`src/design/pwrup_seq_pkg.sv`:
```
// Constants for the clock buffer power-up sequencer
package pwrup_seq_pkg;
    localparam int unsigned CLK_SYS_MHZ       = 100;
    // Settling delay window in microseconds
    localparam int unsigned SETTLE_MIN_US     = 200;
    localparam int unsigned SETTLE_MAX_US     = 300;
    // Total budget from power-on to outputs active, microseconds
    localparam int unsigned POWERUP_BUDGET_US = 1000;
    // Settling delay: least time of the window, an exact whole number of cycles
    localparam int unsigned SETTLE_CYCLES     = SETTLE_MIN_US * CLK_SYS_MHZ;
    localparam int unsigned BUDGET_CYCLES     = POWERUP_BUDGET_US * CLK_SYS_MHZ;
    // Clock detect window in system cycles, and edges needed in one window
    localparam int unsigned DETECT_WINDOW     = 64;
    localparam int unsigned DETECT_MIN_EDGES  = 4;
    localparam int unsigned NUM_PAIRS         = 12;

    typedef enum logic [1:0] {
        ST_OFF    = 2'h0,
        ST_SETTLE = 2'h1,
        ST_WAIT   = 2'h3,
        ST_ACTIVE = 2'h2
    } seq_state_t;
endpackage

```
`src/design/buffer_powerup_output_gating.sv`:
```
// Power-up and power-down output gating for a differential clock buffer
// Summary of operation
// - Supply detected starts 0.2-0.3 ms settling
// - Then wait for valid clock, sleep released
// - Enable needs clock, power, wake, lock/mirror
// - Power-up past 1 ms with a valid clock raises budget_exceeded
// - No input clock keeps outputs disabled
// - Bypass mode waives the lock condition
`timescale 1ns/100ps
`default_nettype none
module buffer_powerup_output_gating #(
    parameter int unsigned NUM_PAIRS     = pwrup_seq_pkg::NUM_PAIRS,
    parameter int unsigned SETTLE_CYCLES = pwrup_seq_pkg::SETTLE_CYCLES,
    parameter int unsigned BUDGET_CYCLES = pwrup_seq_pkg::BUDGET_CYCLES
) (
    input  wire logic                 clk_sys,
    input  wire logic                 rstn,
    input  wire logic                 supply_detected,
    input  wire logic                 sleep_request,
    input  wire logic                 reference_input,
    input  wire logic                 pll_locked,
    input  wire logic                 mirror_stable,
    input  wire logic                 bypass_mode,
    output logic                      outputs_active,
    output logic                      budget_exceeded,
    output logic [NUM_PAIRS-1:0]      buffered_output_true_oe_n,
    output logic [NUM_PAIRS-1:0]      buffered_output_complement_oe_n
);
    logic [1:0] rst_sync_q;
    wire        rst_n = rst_sync_q[1];

    always_ff @(posedge clk_sys or negedge rstn)
    begin
        if (!rstn)
            rst_sync_q <= 2'h0;
        else
            rst_sync_q <= {rst_sync_q[0], 1'b1};
    end

    // Clock detect: reference sampled as a synchronous input
    logic        ref_q;
    logic [6:0]  win_cnt_q;
    logic [6:0]  edge_cnt_q;
    logic        clk_valid_q;
    wire         ref_rise   = reference_input & ~ref_q;
    wire         win_end    = (win_cnt_q == 7'(pwrup_seq_pkg::DETECT_WINDOW - 1));
    wire         win_ok     = (edge_cnt_q >= 7'(pwrup_seq_pkg::DETECT_MIN_EDGES));

    always_ff @(posedge clk_sys or negedge rst_n)
    begin
        if (!rst_n)
        begin
            ref_q       <= 1'b0;
            win_cnt_q   <= 7'h00;
            edge_cnt_q  <= 7'h00;
            clk_valid_q <= 1'b0;
        end
        else
        begin
            ref_q     <= reference_input;
            win_cnt_q <= win_end ? 7'h00 : win_cnt_q + 7'h01;
            if (win_end)
            begin
                clk_valid_q <= win_ok;
                edge_cnt_q  <= 7'h00;
            end
            else if (ref_rise && !win_ok)
                edge_cnt_q <= edge_cnt_q + 7'h01;
        end
    end

    // Sequencer
    pwrup_seq_pkg::seq_state_t state_q;
    pwrup_seq_pkg::seq_state_t state_d;
    logic [31:0] settle_cnt_q;
    logic [31:0] budget_cnt_q;
    wire         settle_done = (settle_cnt_q >= SETTLE_CYCLES - 1);
    wire         lock_ok     = mirror_stable | pll_locked | bypass_mode;
    wire         wake_ok     = clk_valid_q & ~sleep_request;
    wire         enable_ok   = wake_ok & supply_detected & lock_ok;
    // Sleep floats pairs at once, not waiting for the state to settle
    wire         drive_en    = (state_d == pwrup_seq_pkg::ST_ACTIVE) & ~sleep_request;
    wire         settle_run  = (state_q == pwrup_seq_pkg::ST_SETTLE);
    wire         in_off      = (state_q == pwrup_seq_pkg::ST_OFF);
    logic        was_active_q;
    logic        budget_exceeded_q;
    wire         budget_run  = ~in_off & ~was_active_q & ~drive_en;
    wire         budget_hit  = budget_run & clk_valid_q & (budget_cnt_q >= BUDGET_CYCLES - 1);
    wire  [31:0] budget_cnt_d = in_off ? 32'h0 :
                                (budget_run && budget_cnt_q < BUDGET_CYCLES) ? budget_cnt_q + 32'h1 : budget_cnt_q;

    always_comb
    begin
        state_d = state_q;
        case (state_q)
            pwrup_seq_pkg::ST_OFF:
                if (supply_detected)
                    state_d = pwrup_seq_pkg::ST_SETTLE;
            pwrup_seq_pkg::ST_SETTLE:
                if (!supply_detected)
                    state_d = pwrup_seq_pkg::ST_OFF;
                else if (settle_done)
                    state_d = pwrup_seq_pkg::ST_WAIT;
            pwrup_seq_pkg::ST_WAIT:
                if (!supply_detected)
                    state_d = pwrup_seq_pkg::ST_OFF;
                else if (enable_ok)
                    state_d = pwrup_seq_pkg::ST_ACTIVE;
            pwrup_seq_pkg::ST_ACTIVE:
                if (!supply_detected)
                    state_d = pwrup_seq_pkg::ST_OFF;
                else if (!enable_ok)
                    state_d = pwrup_seq_pkg::ST_WAIT;
            default:
                state_d = pwrup_seq_pkg::ST_OFF;
        endcase
    end

    always_ff @(posedge clk_sys or negedge rst_n)
    begin
        if (!rst_n)
        begin
            state_q      <= pwrup_seq_pkg::ST_OFF;
            settle_cnt_q <= 32'h0;
        end
        else
        begin
            state_q      <= state_d;
            settle_cnt_q <= settle_run ? settle_cnt_q + 32'h1 : 32'h0;
        end
    end

    // Budget covers only the first power-up after OFF, so a long sleep later never raises it
    always_ff @(posedge clk_sys or negedge rst_n)
    begin
        if (!rst_n)
        begin
            budget_cnt_q      <= 32'h0;
            was_active_q      <= 1'b0;
            budget_exceeded_q <= 1'b0;
        end
        else
        begin
            budget_cnt_q      <= budget_cnt_d;
            was_active_q      <= ~in_off & (was_active_q | drive_en);
            budget_exceeded_q <= budget_hit | (~in_off & budget_exceeded_q);
        end
    end

    // Pairs are registered from the next state, so they switch on the edge the state does
    logic                 outputs_active_q;
    logic [NUM_PAIRS-1:0] true_oe_n_q;
    logic [NUM_PAIRS-1:0] comp_oe_n_q;
    wire  [NUM_PAIRS-1:0] oe_n_d = {NUM_PAIRS{~drive_en}};

    always_ff @(posedge clk_sys or negedge rst_n)
    begin
        if (!rst_n)
        begin
            outputs_active_q <= 1'b0;
            true_oe_n_q      <= {NUM_PAIRS{1'b1}};
            comp_oe_n_q      <= {NUM_PAIRS{1'b1}};
        end
        else
        begin
            outputs_active_q <= drive_en;
            true_oe_n_q      <= oe_n_d;
            comp_oe_n_q      <= oe_n_d;
        end
    end

    assign outputs_active                  = outputs_active_q;
    assign budget_exceeded                 = budget_exceeded_q;
    assign buffered_output_true_oe_n       = true_oe_n_q;
    assign buffered_output_complement_oe_n = comp_oe_n_q;
endmodule
`default_nettype wire

```
`config.mk`:
```
export PLATFORM = sky130hd
export DESIGN_NAME = buffer_powerup_output_gating
export DESIGN_NICKNAME = d
export VERILOG_FILES = /design/src/design/pwrup_seq_pkg.sv /design/src/design/buffer_powerup_output_gating.sv
export SDC_FILE = /design/constraint.sdc
export NUM_CORES = 1
export LEC_CHECK = 0
export ABC_AREA = 1
export BUFFER_PORTS_ARGS = -buffer_cell sky130_fd_sc_hd__buf_2
export CELL_PAD_IN_SITES_DETAIL_PLACEMENT = 0
export CELL_PAD_IN_SITES_GLOBAL_PLACEMENT = 1
export CORE_UTILIZATION = 38
export CTS_CLUSTER_SIZE = 12
export DETAILED_ROUTE_END_ITERATION = 8
export GPL_TIMING_DRIVEN = 0
export PLACE_DENSITY = 0.66
export SLEW_MARGIN = 20
export SYNTH_ARGS = -nofsm -noshare
export SYNTH_HDL_FRONTEND = slang
export SYNTH_SLANG_ARGS = --single-unit
```
`constraint.sdc`:
```
create_clock -name clk_sys -period 3.4 [get_ports clk_sys]
set_input_delay 0.68 -clock clk_sys [delete_from_list [all_inputs] [get_ports clk_sys]]
set_output_delay 0.68 -clock clk_sys [all_outputs]
set_load 0.05 [all_outputs]
```
==> reports/qor.yml, run 1 <==
rsz0062_at_grt: "false"
cap_violations: 0
cp.arrival_ns: 1.52
use_met3_pct: 3.48
clock_skew_ns: 0.00854
wl_per_cell_um: 12.9
max_freq_mhz: 455
ant_nets: 0
grt_first_pass_wirelength_um: 18300
vias_per_cell: 4.70
finalWirelength_um: 10300
num_rows: 40
syn2layout_area_growth_pct: 14.8
cts_tree: "done"
path_clk_slew_ns: 0.06
start_kind: "register"
synthesis.instances: 601
worstPathRequired_ns: 2.72
grt_pass1_vias: 3681
busiest_layer: "met2"
chipHeight_um: 113
finalCritPeriodShare_pct: 64.7
p_per_area_mw_per_mm2: 426
cts-root-buf: "clkbuf_16"
startpoint: "buffered_output_complement_oe_n[0]"
first_iter_violations: 194
syn_nets: 614
grt_usage_pct: 18.5
mostFrequentLayoutCells: "nor2_1 (122), nand2_1 (119), dfrtp_1 (86)"
setup_viol: 0
yosys_warnings: 0
final_cell_area_mm2: 0.00537
tightest_slew_ns: 0.593
grt_use_met1_pct: 26.6
grt_max_degree: 51
critPathCaptureType: "primary output"
hold_buffers: 0
htree_num_levels: 3
p_total_uw: 2290
synth_cell_type_count: 36
hold_class: "input pin to async pin"
core_mm2: 0.0120
grt_remaining_overflow: 0
diodes: 0
slew_headroom_pct: 60.3
p_leak_uw: 0.00245
cts_buffers: 9
r2r_setup_slack_ns: 1.37
post_cts_buffers: 0
r2r-end: "settle_cnt_q[22]"
clock_tree.buffer_depth: 2
r2r_cells: 9
ys_seq_area_share_pct: 47.1
place_area_mm2: 0.00506
drtPass1Iterations: 4
cts_resized: 0
drive_gt1_share_pct: 13.8
use_met2_pct: 27.5
io_pins: 34
maxSlewViolCount: 0
totalNegativeSetupSlack_ns: 0
dieArea_mm2: 0.0128
clkLatencyLatePin_ns: 0.35
final.min_clock_period_ns: 2.20
final-hold-violation-count: 0
gp_congestion: 0.848
nets: 659
start_util_pct: 38.9
dp_hpwl_um: 7560
routed-via-count: 3754
r2r_start: "settle_cnt_q[0]"
worstSetupPathType: "register to primary output"
drc: 0
die_x_um: 113
syn_area_mm2: 0.00468
final_common_cell: "nor2_1"
ir_drop_mv: 0.295
outcome: "complete, no violations"
portBuffers: 33
ys_ff_latch: 88
cp_max_fo: 24
cts.sinks: 88
avgSynthCellArea_um2: 7.78
antenna_found_initial: 0
-- state kept, by name, indices dropped and copies added (netlist names), 2 cells and up --
register / cells
budget_cnt_q: 32
edge_cnt_q: 7
rst_sync_q: 2
settle_cnt_q: 32
state_q: 2
win_cnt_q: 7
-- per-layer routing --
metal	share of wire [%]	up-vias
met5	0	-
met4	1.4	0
met3	4.5	12
met2	41	72
met1	53	1700
li1	-	1970
-- cells in the mapped netlist --
cell type / n / area share (%)
nand3b_1: 1 / 0.16
a31oi_1: 2 / 0.27
nor3_2: 1 / 0.21
nor2_1: 122 / 9.8
buf_4: 23 / 3.7
a21oi_1: 13 / 1.4
and3_1: 1 / 0.13
buf_2: 1 / 0.11
and2_1: 1 / 0.13
conb_1: 1 / 0.080
buf_6: 2 / 0.48
buf_1: 1 / 0.080
inv_2: 2 / 0.16
nor3b_1: 6 / 0.96
nor2_2: 3 / 0.40
o31ai_1: 1 / 0.16
nor2_4: 1 / 0.24
nand3_4: 2 / 0.75
a41oi_1: 1 / 0.19
inv_1: 70 / 5.6
xor2_1: 22 / 4.1
nor3_1: 25 / 2.7
o21bai_1: 1 / 0.16
nand2_1: 119 / 9.6
nor4_1: 4 / 0.53
nand3_2: 2 / 0.43
nand2_4: 1 / 0.24
ha_1: 5 / 1.3
nand3_1: 44 / 4.7
clkbuf_1: 5 / 0.40
clkinv_1: 2 / 0.16
dfrtp_1: 87 / 47
o21ai_0: 13 / 1.4
dfstp_2: 1 / 0.56
nand4_1: 12 / 1.6
xnor2_1: 3 / 0.56
-- power breakdown --
part	internal [µW]	switching (µW)	total [µW]
Clock	617	439	1060
Sequential	1080	30.4	1110
Combinational	42.1	84.1	126
Total	1740	554	2290
-- worst max path at each step --
stage | end | slack [ns] | depth (start not counted)
after detailed placement | settle_cnt_q[26] | 1.30 | 4
after global routing | buffered_output_true_oe_n[2] | 1.10 | 2
final | buffered_output_true_oe_n[2] | 1.20 | 2
after floorplan | budget_cnt_q[0] | 0.77 | 0
after CTS | buffered_output_true_oe_n[2] | 1.16 | 2
after global placement | budget_cnt_q[29] | -0.36 | 0
-- critical path, stage by stage, from the launching register on --
cell and delay, ns:
dfstp_2 0.75, buf_4 0.17, buf_2 0.25
-- layout make-up --
class                      count  area (µm²)
fill                        1258        6640
sequential                    88        2210
multi-input combinational    407        1970
inverter                      74         278
clock buffer                  11         253
buffer                        32         223
timing repair buffer          34         193
tap                          147         184
clock inverter                 5        61.3
-- through the flow --
| step | hold WS [ns] | setup WS, ns | std cells | utilization (%) |
|---|---|---|---|---|
| 5_1_grt | 0.0981 | 1.10 | 798 | 44.7 |
| 3_3_place_gp | 0.337 | -0.357 | 781 | 41.8 |
| 2_1_floorplan | 0.331 | 0.769 | 601 | - |
| 3_5_place_dp | 0.333 | 1.30 | 782 | 42.1 |
| 4_1_cts | 0.0916 | 1.16 | 798 | 44.7 |
| 6_report | 0.104 | 1.20 | 798 | 44.7 |
-- cells by family after synthesis --
logic type	share of synthesized area [%]
flip-flops	47.1
buffers and inverters	10.7
other	0.0802
XOR/XNOR	4.68
adder cells (fa/ha/maj)	1.34
AO/OA/AOI/OAI	3.56
AND/OR/NAND/NOR	32.5
Note: power is estimated with default switching activity, not from simulation.
==> run 2: changes to the inputs <==
Settings changed: PLACE_DENSITY 0.66 to 0.69.
Clock period 3.4 ns to 1.94 ns, I/O delays scaled along.
==> run 2 against run 1 <==
Worst setup slack got worse by 1.1 ns. Design area grew 2.0%. Sequential share of layout area down 0.72 points. Global-route usage shrank 0.33 points. Combinational power is 86% higher. Flip-flop and latch count is the same. Critical path depth unchanged. Clock skew down 0.0015 ns. Critical endpoint is now buffered_output_complement_oe_n[11]. Largest power group unchanged.
==> reports/qor.yml, run 2 (same netlist as run 1, synthesis figures left out) <==
htree_num_levels: 3
grt_usage_pct: 18.1
grt_use_met1_pct: 25.9
grt_pass1_vias: 3701
setup_viol: 0
hold_class: "input pin to register"
dieArea_mm2: 0.0128
clock_tree.buffer_depth: 2
hold_start: "reference_input"
grt_remaining_overflow: 0
drive_gt1_share_pct: 16.9
final_common_cell: "nand2_1"
cts_buffers: 9
placedCellCount: 782
diodes: 0
r2r_cells: 10
final_core_util_pct: 45.6
use_met3_pct: 4.18
slew_headroom_pct: 58.8
grt_first_pass_wirelength_um: 18100
cts.sinks: 88
worstPathRequired_ns: 1.55
top_regs: "budget_cnt_q: 32 flops, settle_cnt_q: 32 flops"
ir_drop_mv: 0.458
p_per_area_mw_per_mm2: 700
first_iter_violations: 178
critical_path.slowest_cell: "dfstp_4"
core_mm2: 0.0120
routed-via-count: 3862
cp_max_fo: 24
num_rows: 40
clkLatencyLatePin_ns: 0.34
start_util_pct: 38.9
grt_max_degree: 47
syn2layout_area_growth_pct: 17.1
hold_path_depth: 1
slowest_delay_ns: 0.73
p_leak_uw: 0.00247
use_met2_pct: 27.7
finalCritPeriodShare_pct: 95.3
rsz0062_at_grt: "true"
start_kind: "register"
worstSetupPathType: "register to primary output"
drtPass1Iterations: 4
clock_skew_ns: 0.00704
gp_congestion: 0.858
die_x_um: 113
nets: 666
maxSlewViolCount: 0
cts-root-buf: "clkbuf_16"
cp.arrival_ns: 1.46
drc: 0
portBuffers: 33
final.min_clock_period_ns: 1.85
finalWirelength_um: 10500
tightest_slew_ns: 0.619
io_pins: 34
final-hold-violation-count: 0
cts_tree: "done"
final_cells: 805
r2r-end: "settle_cnt_q[22]"
r2r_start: "settle_cnt_q[1]"
max_freq_mhz: 541
path_clk_slew_ns: 0.07
path_cells: "buf_4 > buf_2"
mostFrequentLayoutCells: "nand2_1 (119), nor2_1 (117), dfrtp_1 (86)"
critPathCaptureType: "primary output"
antenna_found_initial: 0
busiest_layer: "met2"
dp_hpwl_um: 7690
outcome: "complete, no violations"
r2r_setup_slack_ns: 0.12
hold_path_end: "ref_q"
chipHeight_um: 113
wl_per_cell_um: 13.1
vias_per_cell: 4.80
nFillCells: 1229
ant_nets: 0
cap_violations: 0
run 2: cell count changes in the layout (fill, tap and decap cells not counted), moves of 2 or more:
| cell | before | now |
|---|---|---|
| buf_4 | 23 | 30 |
| clkinv_1 | 2 | 0 |
| clkinv_2 | 1 | 3 |
| clkinvlp_4 | 0 | 2 |
| nand3_1 | 44 | 42 |
| nor2_1 | 122 | 117 |
| nor2_4 | 1 | 5 |
| nor3_1 | 25 | 23 |
| nor3_2 | 1 | 3 |
run 2: metal layers:
metal	routed length, µm	share of wire (%)
met1	5290	50
met5	0	0
met4	112	1.1
met2	4700	45
met3	420	4.0
run 2: power breakdown:
group	internal [µW]	switching, µW
Clock	908	748
Combinational	82.3	151
Sequential	1890	56.0
run 2: final cells by class:
cell class / count / area [µm²] / share of cell area [%]
Timing Repair Buffer: 42 / 248 / 4.52
Buffer: 31 / 211 / 3.86
Sequential cell: 88 / 2210 / 40.4
Inverter: 74 / 285 / 5.21
Clock buffer: 10 / 239 / 4.36
Clock inverter: 6 / 41.3 / 0.754
Tap cell: 147 / 184 / 3.36
Multi-Input combinational cell: 407 / 2060 / 37.6
run 2: repair_timing:
action,in CTS,in global routing
buffers inserted,3,4
gates cloned,0,0
gates resized for setup,4,18
endpoints found under the setup margin,23,54
hold endpoints to repair,2,0
hold buffers,1,0
pin swaps,0,6
run 2: worst max path at each step:
stage                                                   from                                  end  slack (ns)  depth (start not counted)
final                     buffered_output_complement_oe_n[0]  buffered_output_complement_oe_n[11]        0.09                          2
after CTS                 buffered_output_complement_oe_n[0]  buffered_output_complement_oe_n[11]       0.005                          2
after global placement                         rst_sync_q[1]                     budget_cnt_q[28]       -0.14                          0
after detailed placement                          state_q[1]                     settle_cnt_q[30]       -0.16                          4
after floorplan                              settle_cnt_q[0]                      budget_cnt_q[7]        0.28                         13
after global routing                         settle_cnt_q[1]                     settle_cnt_q[28]       -0.04                         11
run 2: stage by stage:
| stage | area (µm²) | total power (µW) | worst slack (ns) | setup TNS (ns) | hold slack, ns |
|---|---|---|---|---|---|
| after floorplan | 4680 | 2120 | 0.279 | 0 | 0.0924 |
| final | 5480 | 3830 | 0.0920 | 0 | 0.165 |
| after global placement | 5030 | 2190 | -0.144 | -13.07 | 0.173 |
| after detailed placement | 5050 | 2200 | -0.164 | -1.93 | 0.178 |
| after global routing | 5480 | 4020 | -0.0393 | -0.0629 | 0.150 |
| after CTS | 5380 | 3890 | 0.00490 | 0 | 0.156 |
run 2: critical path, delay by kind of cell, from the launching register on:
family / cells / cell delay (ns)
buffers and inverters: 2 / 0.39
flip-flops: 1 / 0.73
==> run 3: changes to the inputs <==
Settings changed: MAX_ROUTING_LAYER set to met4.
Clock period 1.94 ns to 1.7 ns, I/O delays scaled along.
==> run 3 against run 2 <==
The run now ends with negative setup slack left. Critical path depth grew 1. Clock-buffer cell count unchanged. Hold slack got worse by 0.050 ns. Global-route usage increased by 1.5 points. Sequential power is 14% higher. Worst setup slack worse by 0.15 ns. First-iteration DRC count rose by 5.1%. Via count is 4.1% higher. Register-to-register slack worse by 0.14 ns. Die area is the same. Critical endpoint is now buffered_output_complement_oe_n[4].
==> reports/qor.yml, run 3 (same netlist as run 1, synthesis figures left out) <==
chipHeight_um: 113
post-place-ws_ns: -0.404
start_util_pct: 38.9
clock_tree.buffer_depth: 2
first_iter_violations: 187
path_clk_slew_ns: 0.07
final_cells: 825
final_common_cell: "nand2_1"
htree_num_levels: 3
dieArea_mm2: 0.0128
r2r_start: "settle_cnt_q[1]"
io_pins: 34
startpoint: "buffered_output_complement_oe_n[0]"
worstPathRequired_ns: 1.36
top_regs: "budget_cnt_q: 32 flops, settle_cnt_q: 32 flops"
timing.final.ws_setup_ns: -0.0531
r2r-end: "settle_cnt_q[22]"
slew_headroom_pct: 58.5
cpLargestDelayFamily: "flip-flops"
cp.arrival_ns: 1.41
critPathCaptureType: "primary output"
cts-root-buf: "clkbuf_16"
cts.sinks: 88
cp_max_fo: 6
place_area_mm2: 0.00505
critical_path.slowest_cell: "dfstp_4"
clkLatencyLatePin_ns: 0.34
diodes: 0
ant_nets: 0
portBuffers: 33
routed-via-count: 4019
vias_per_cell: 4.87
final.min_clock_period_ns: 1.75
nFillCells: 1166
ir_drop_mv: 0.535
switching_share_pct: 25.1
final-hold-violation-count: 0
path_cells: "buf_6 > buf_6 > buf_8"
grt_usage_pct: 19.7
intPower_uw: 3290
cp.depth: 3
core_mm2: 0.0120
clkPwrFrac_pct: 43.1
wl_per_cell_um: 13.7
tightest_slew_ns: 0.623
rsz0062_at_grt: "true"
final_cell_area_mm2: 0.00619
grt_first_pass_wirelength_um: 19100
num_rows: 40
start_kind: "register"
gp_congestion: 0.872
cap_violations: 0
critPathCapture: "buffered_output_complement_oe_n[4]"
setup_viol: 26
clock_skew_ns: 0.00841
r2r_cells: 9
cts_tree: "done"
mostFrequentLayoutCells: "nand2_1 (112), nor2_1 (109), dfrtp_1 (84)"
syn2layout_area_growth_pct: 32.3
nets: 686
finalCritPeriodShare_pct: 103
seq_power_share_pct: 50.4
slowest_delay_ns: 0.68
violations: "negative setup slack"
worstSetupPathType: "register to primary output"
hold_class: "input pin to register"
switchingPower_uw: 1100
drc: 0
cp_common_cell: "buf_6"
grt_max_degree: 47
antenna_found_initial: 0
grt_pass1_vias: 3903
p_leak_uw: 0.00284
dp_hpwl_um: 7690
drtPass1Iterations: 4
placedCellCount: 782
maxSlewViolCount: 0
grt_remaining_overflow: 0
drive_gt1_share_pct: 25.4
cts_buffers: 9
finalWirelength_um: 11300
power_frac_comb_pct: 6.5
cp_num_buf_inv: 3
outcome: "finished with violations"
p_per_area_mw_per_mm2: 710
die_x_um: 113
r2r_setup_slack_ns: -0.02
max_freq_mhz: 570
[run 3: changes by cell type in the layout (fill, tap and decap cells not counted), moves of 7 or more]
cell | before | now
buf_6 | 1 | 29
buf_2 | 34 | 9
buf_8 | 0 | 24
buf_4 | 30 | 21
nor2_1 | 117 | 109
nand2_1 | 119 | 112
nand3_1 | 42 | 35
[run 3: routing by layer]
| metal | track usage (%) | up-vias | wire [µm] | share of wire (%) |
|---|---|---|---|---|
| li1 | - | 2020 | - | - |
| met1 | 26.0 | 1900 | 5390 | 48 |
| met2 | 30.6 | 84 | 5330 | 47 |
| met3 | 4.28 | 15 | 456 | 4.0 |
| met4 | 5.35 | 0 | 144 | 1.3 |
| met5 | - | - | 0 | 0 |
[run 3: repair_timing]
action,in CTS,in global routing
pin swaps,8,11
cloned,1,1
buffers inserted,15,10
resized for setup,111,70
endpoints found under the setup margin,81,66
hold buffers,1,0
endpoints found under the hold margin,2,0
[run 3: through the flow]
step | hold slack (ns) | TNS, ns | power, µW | utilization (%)
6_report | 0.115 | -0.766 | 4400 | 51.5
3_3_place_gp | 0.125 | -42.60 | 2490 | 41.9
3_5_place_dp | 0.130 | -11.62 | 2510 | 42.0
5_1_grt | 0.102 | -4.42 | 4600 | 51.5
4_1_cts | 0.108 | -0.224 | 4460 | 48.7
2_1_floorplan | 0.0444 | 0 | 2420 | -
[run 3: area by class of cell]
class	count	area [µm²]	share of cell area, %
multi-input combinational	407	2240	36.2
sequential	88	2210	35.8
timing repair buffer	62	683	11.0
buffer	31	308	4.97
inverter	74	280	4.53
clock buffer	10	239	3.86
tap	147	184	2.97
clock inverter	6	41.3	0.667
[run 3: power groups by stage]
stage                     sequential [µW]  combinational [µW]  clock (µW)
after floorplan                      2250                 165           0
after global placement               2270                 221           0
after detailed placement             2260                 257           0
after CTS                            2220                 282        1960
after global routing                 2230                 331        2040
final                                2220                 284        1890
[run 3: worst min-delay path by stage]
stage / startpoint / endpoint / slack, ns / cells past startpoint
floorplan: rstn / rst_sync_q[0] / 0.04 / 0
global placement: rstn / rst_sync_q[0] / 0.13 / 1
detailed placement: rstn / rst_sync_q[0] / 0.13 / 1
CTS: reference_input / ref_q / 0.11 / 1
global route: reference_input / ref_q / 0.10 / 1
finish: reference_input / ref_q / 0.11 / 1
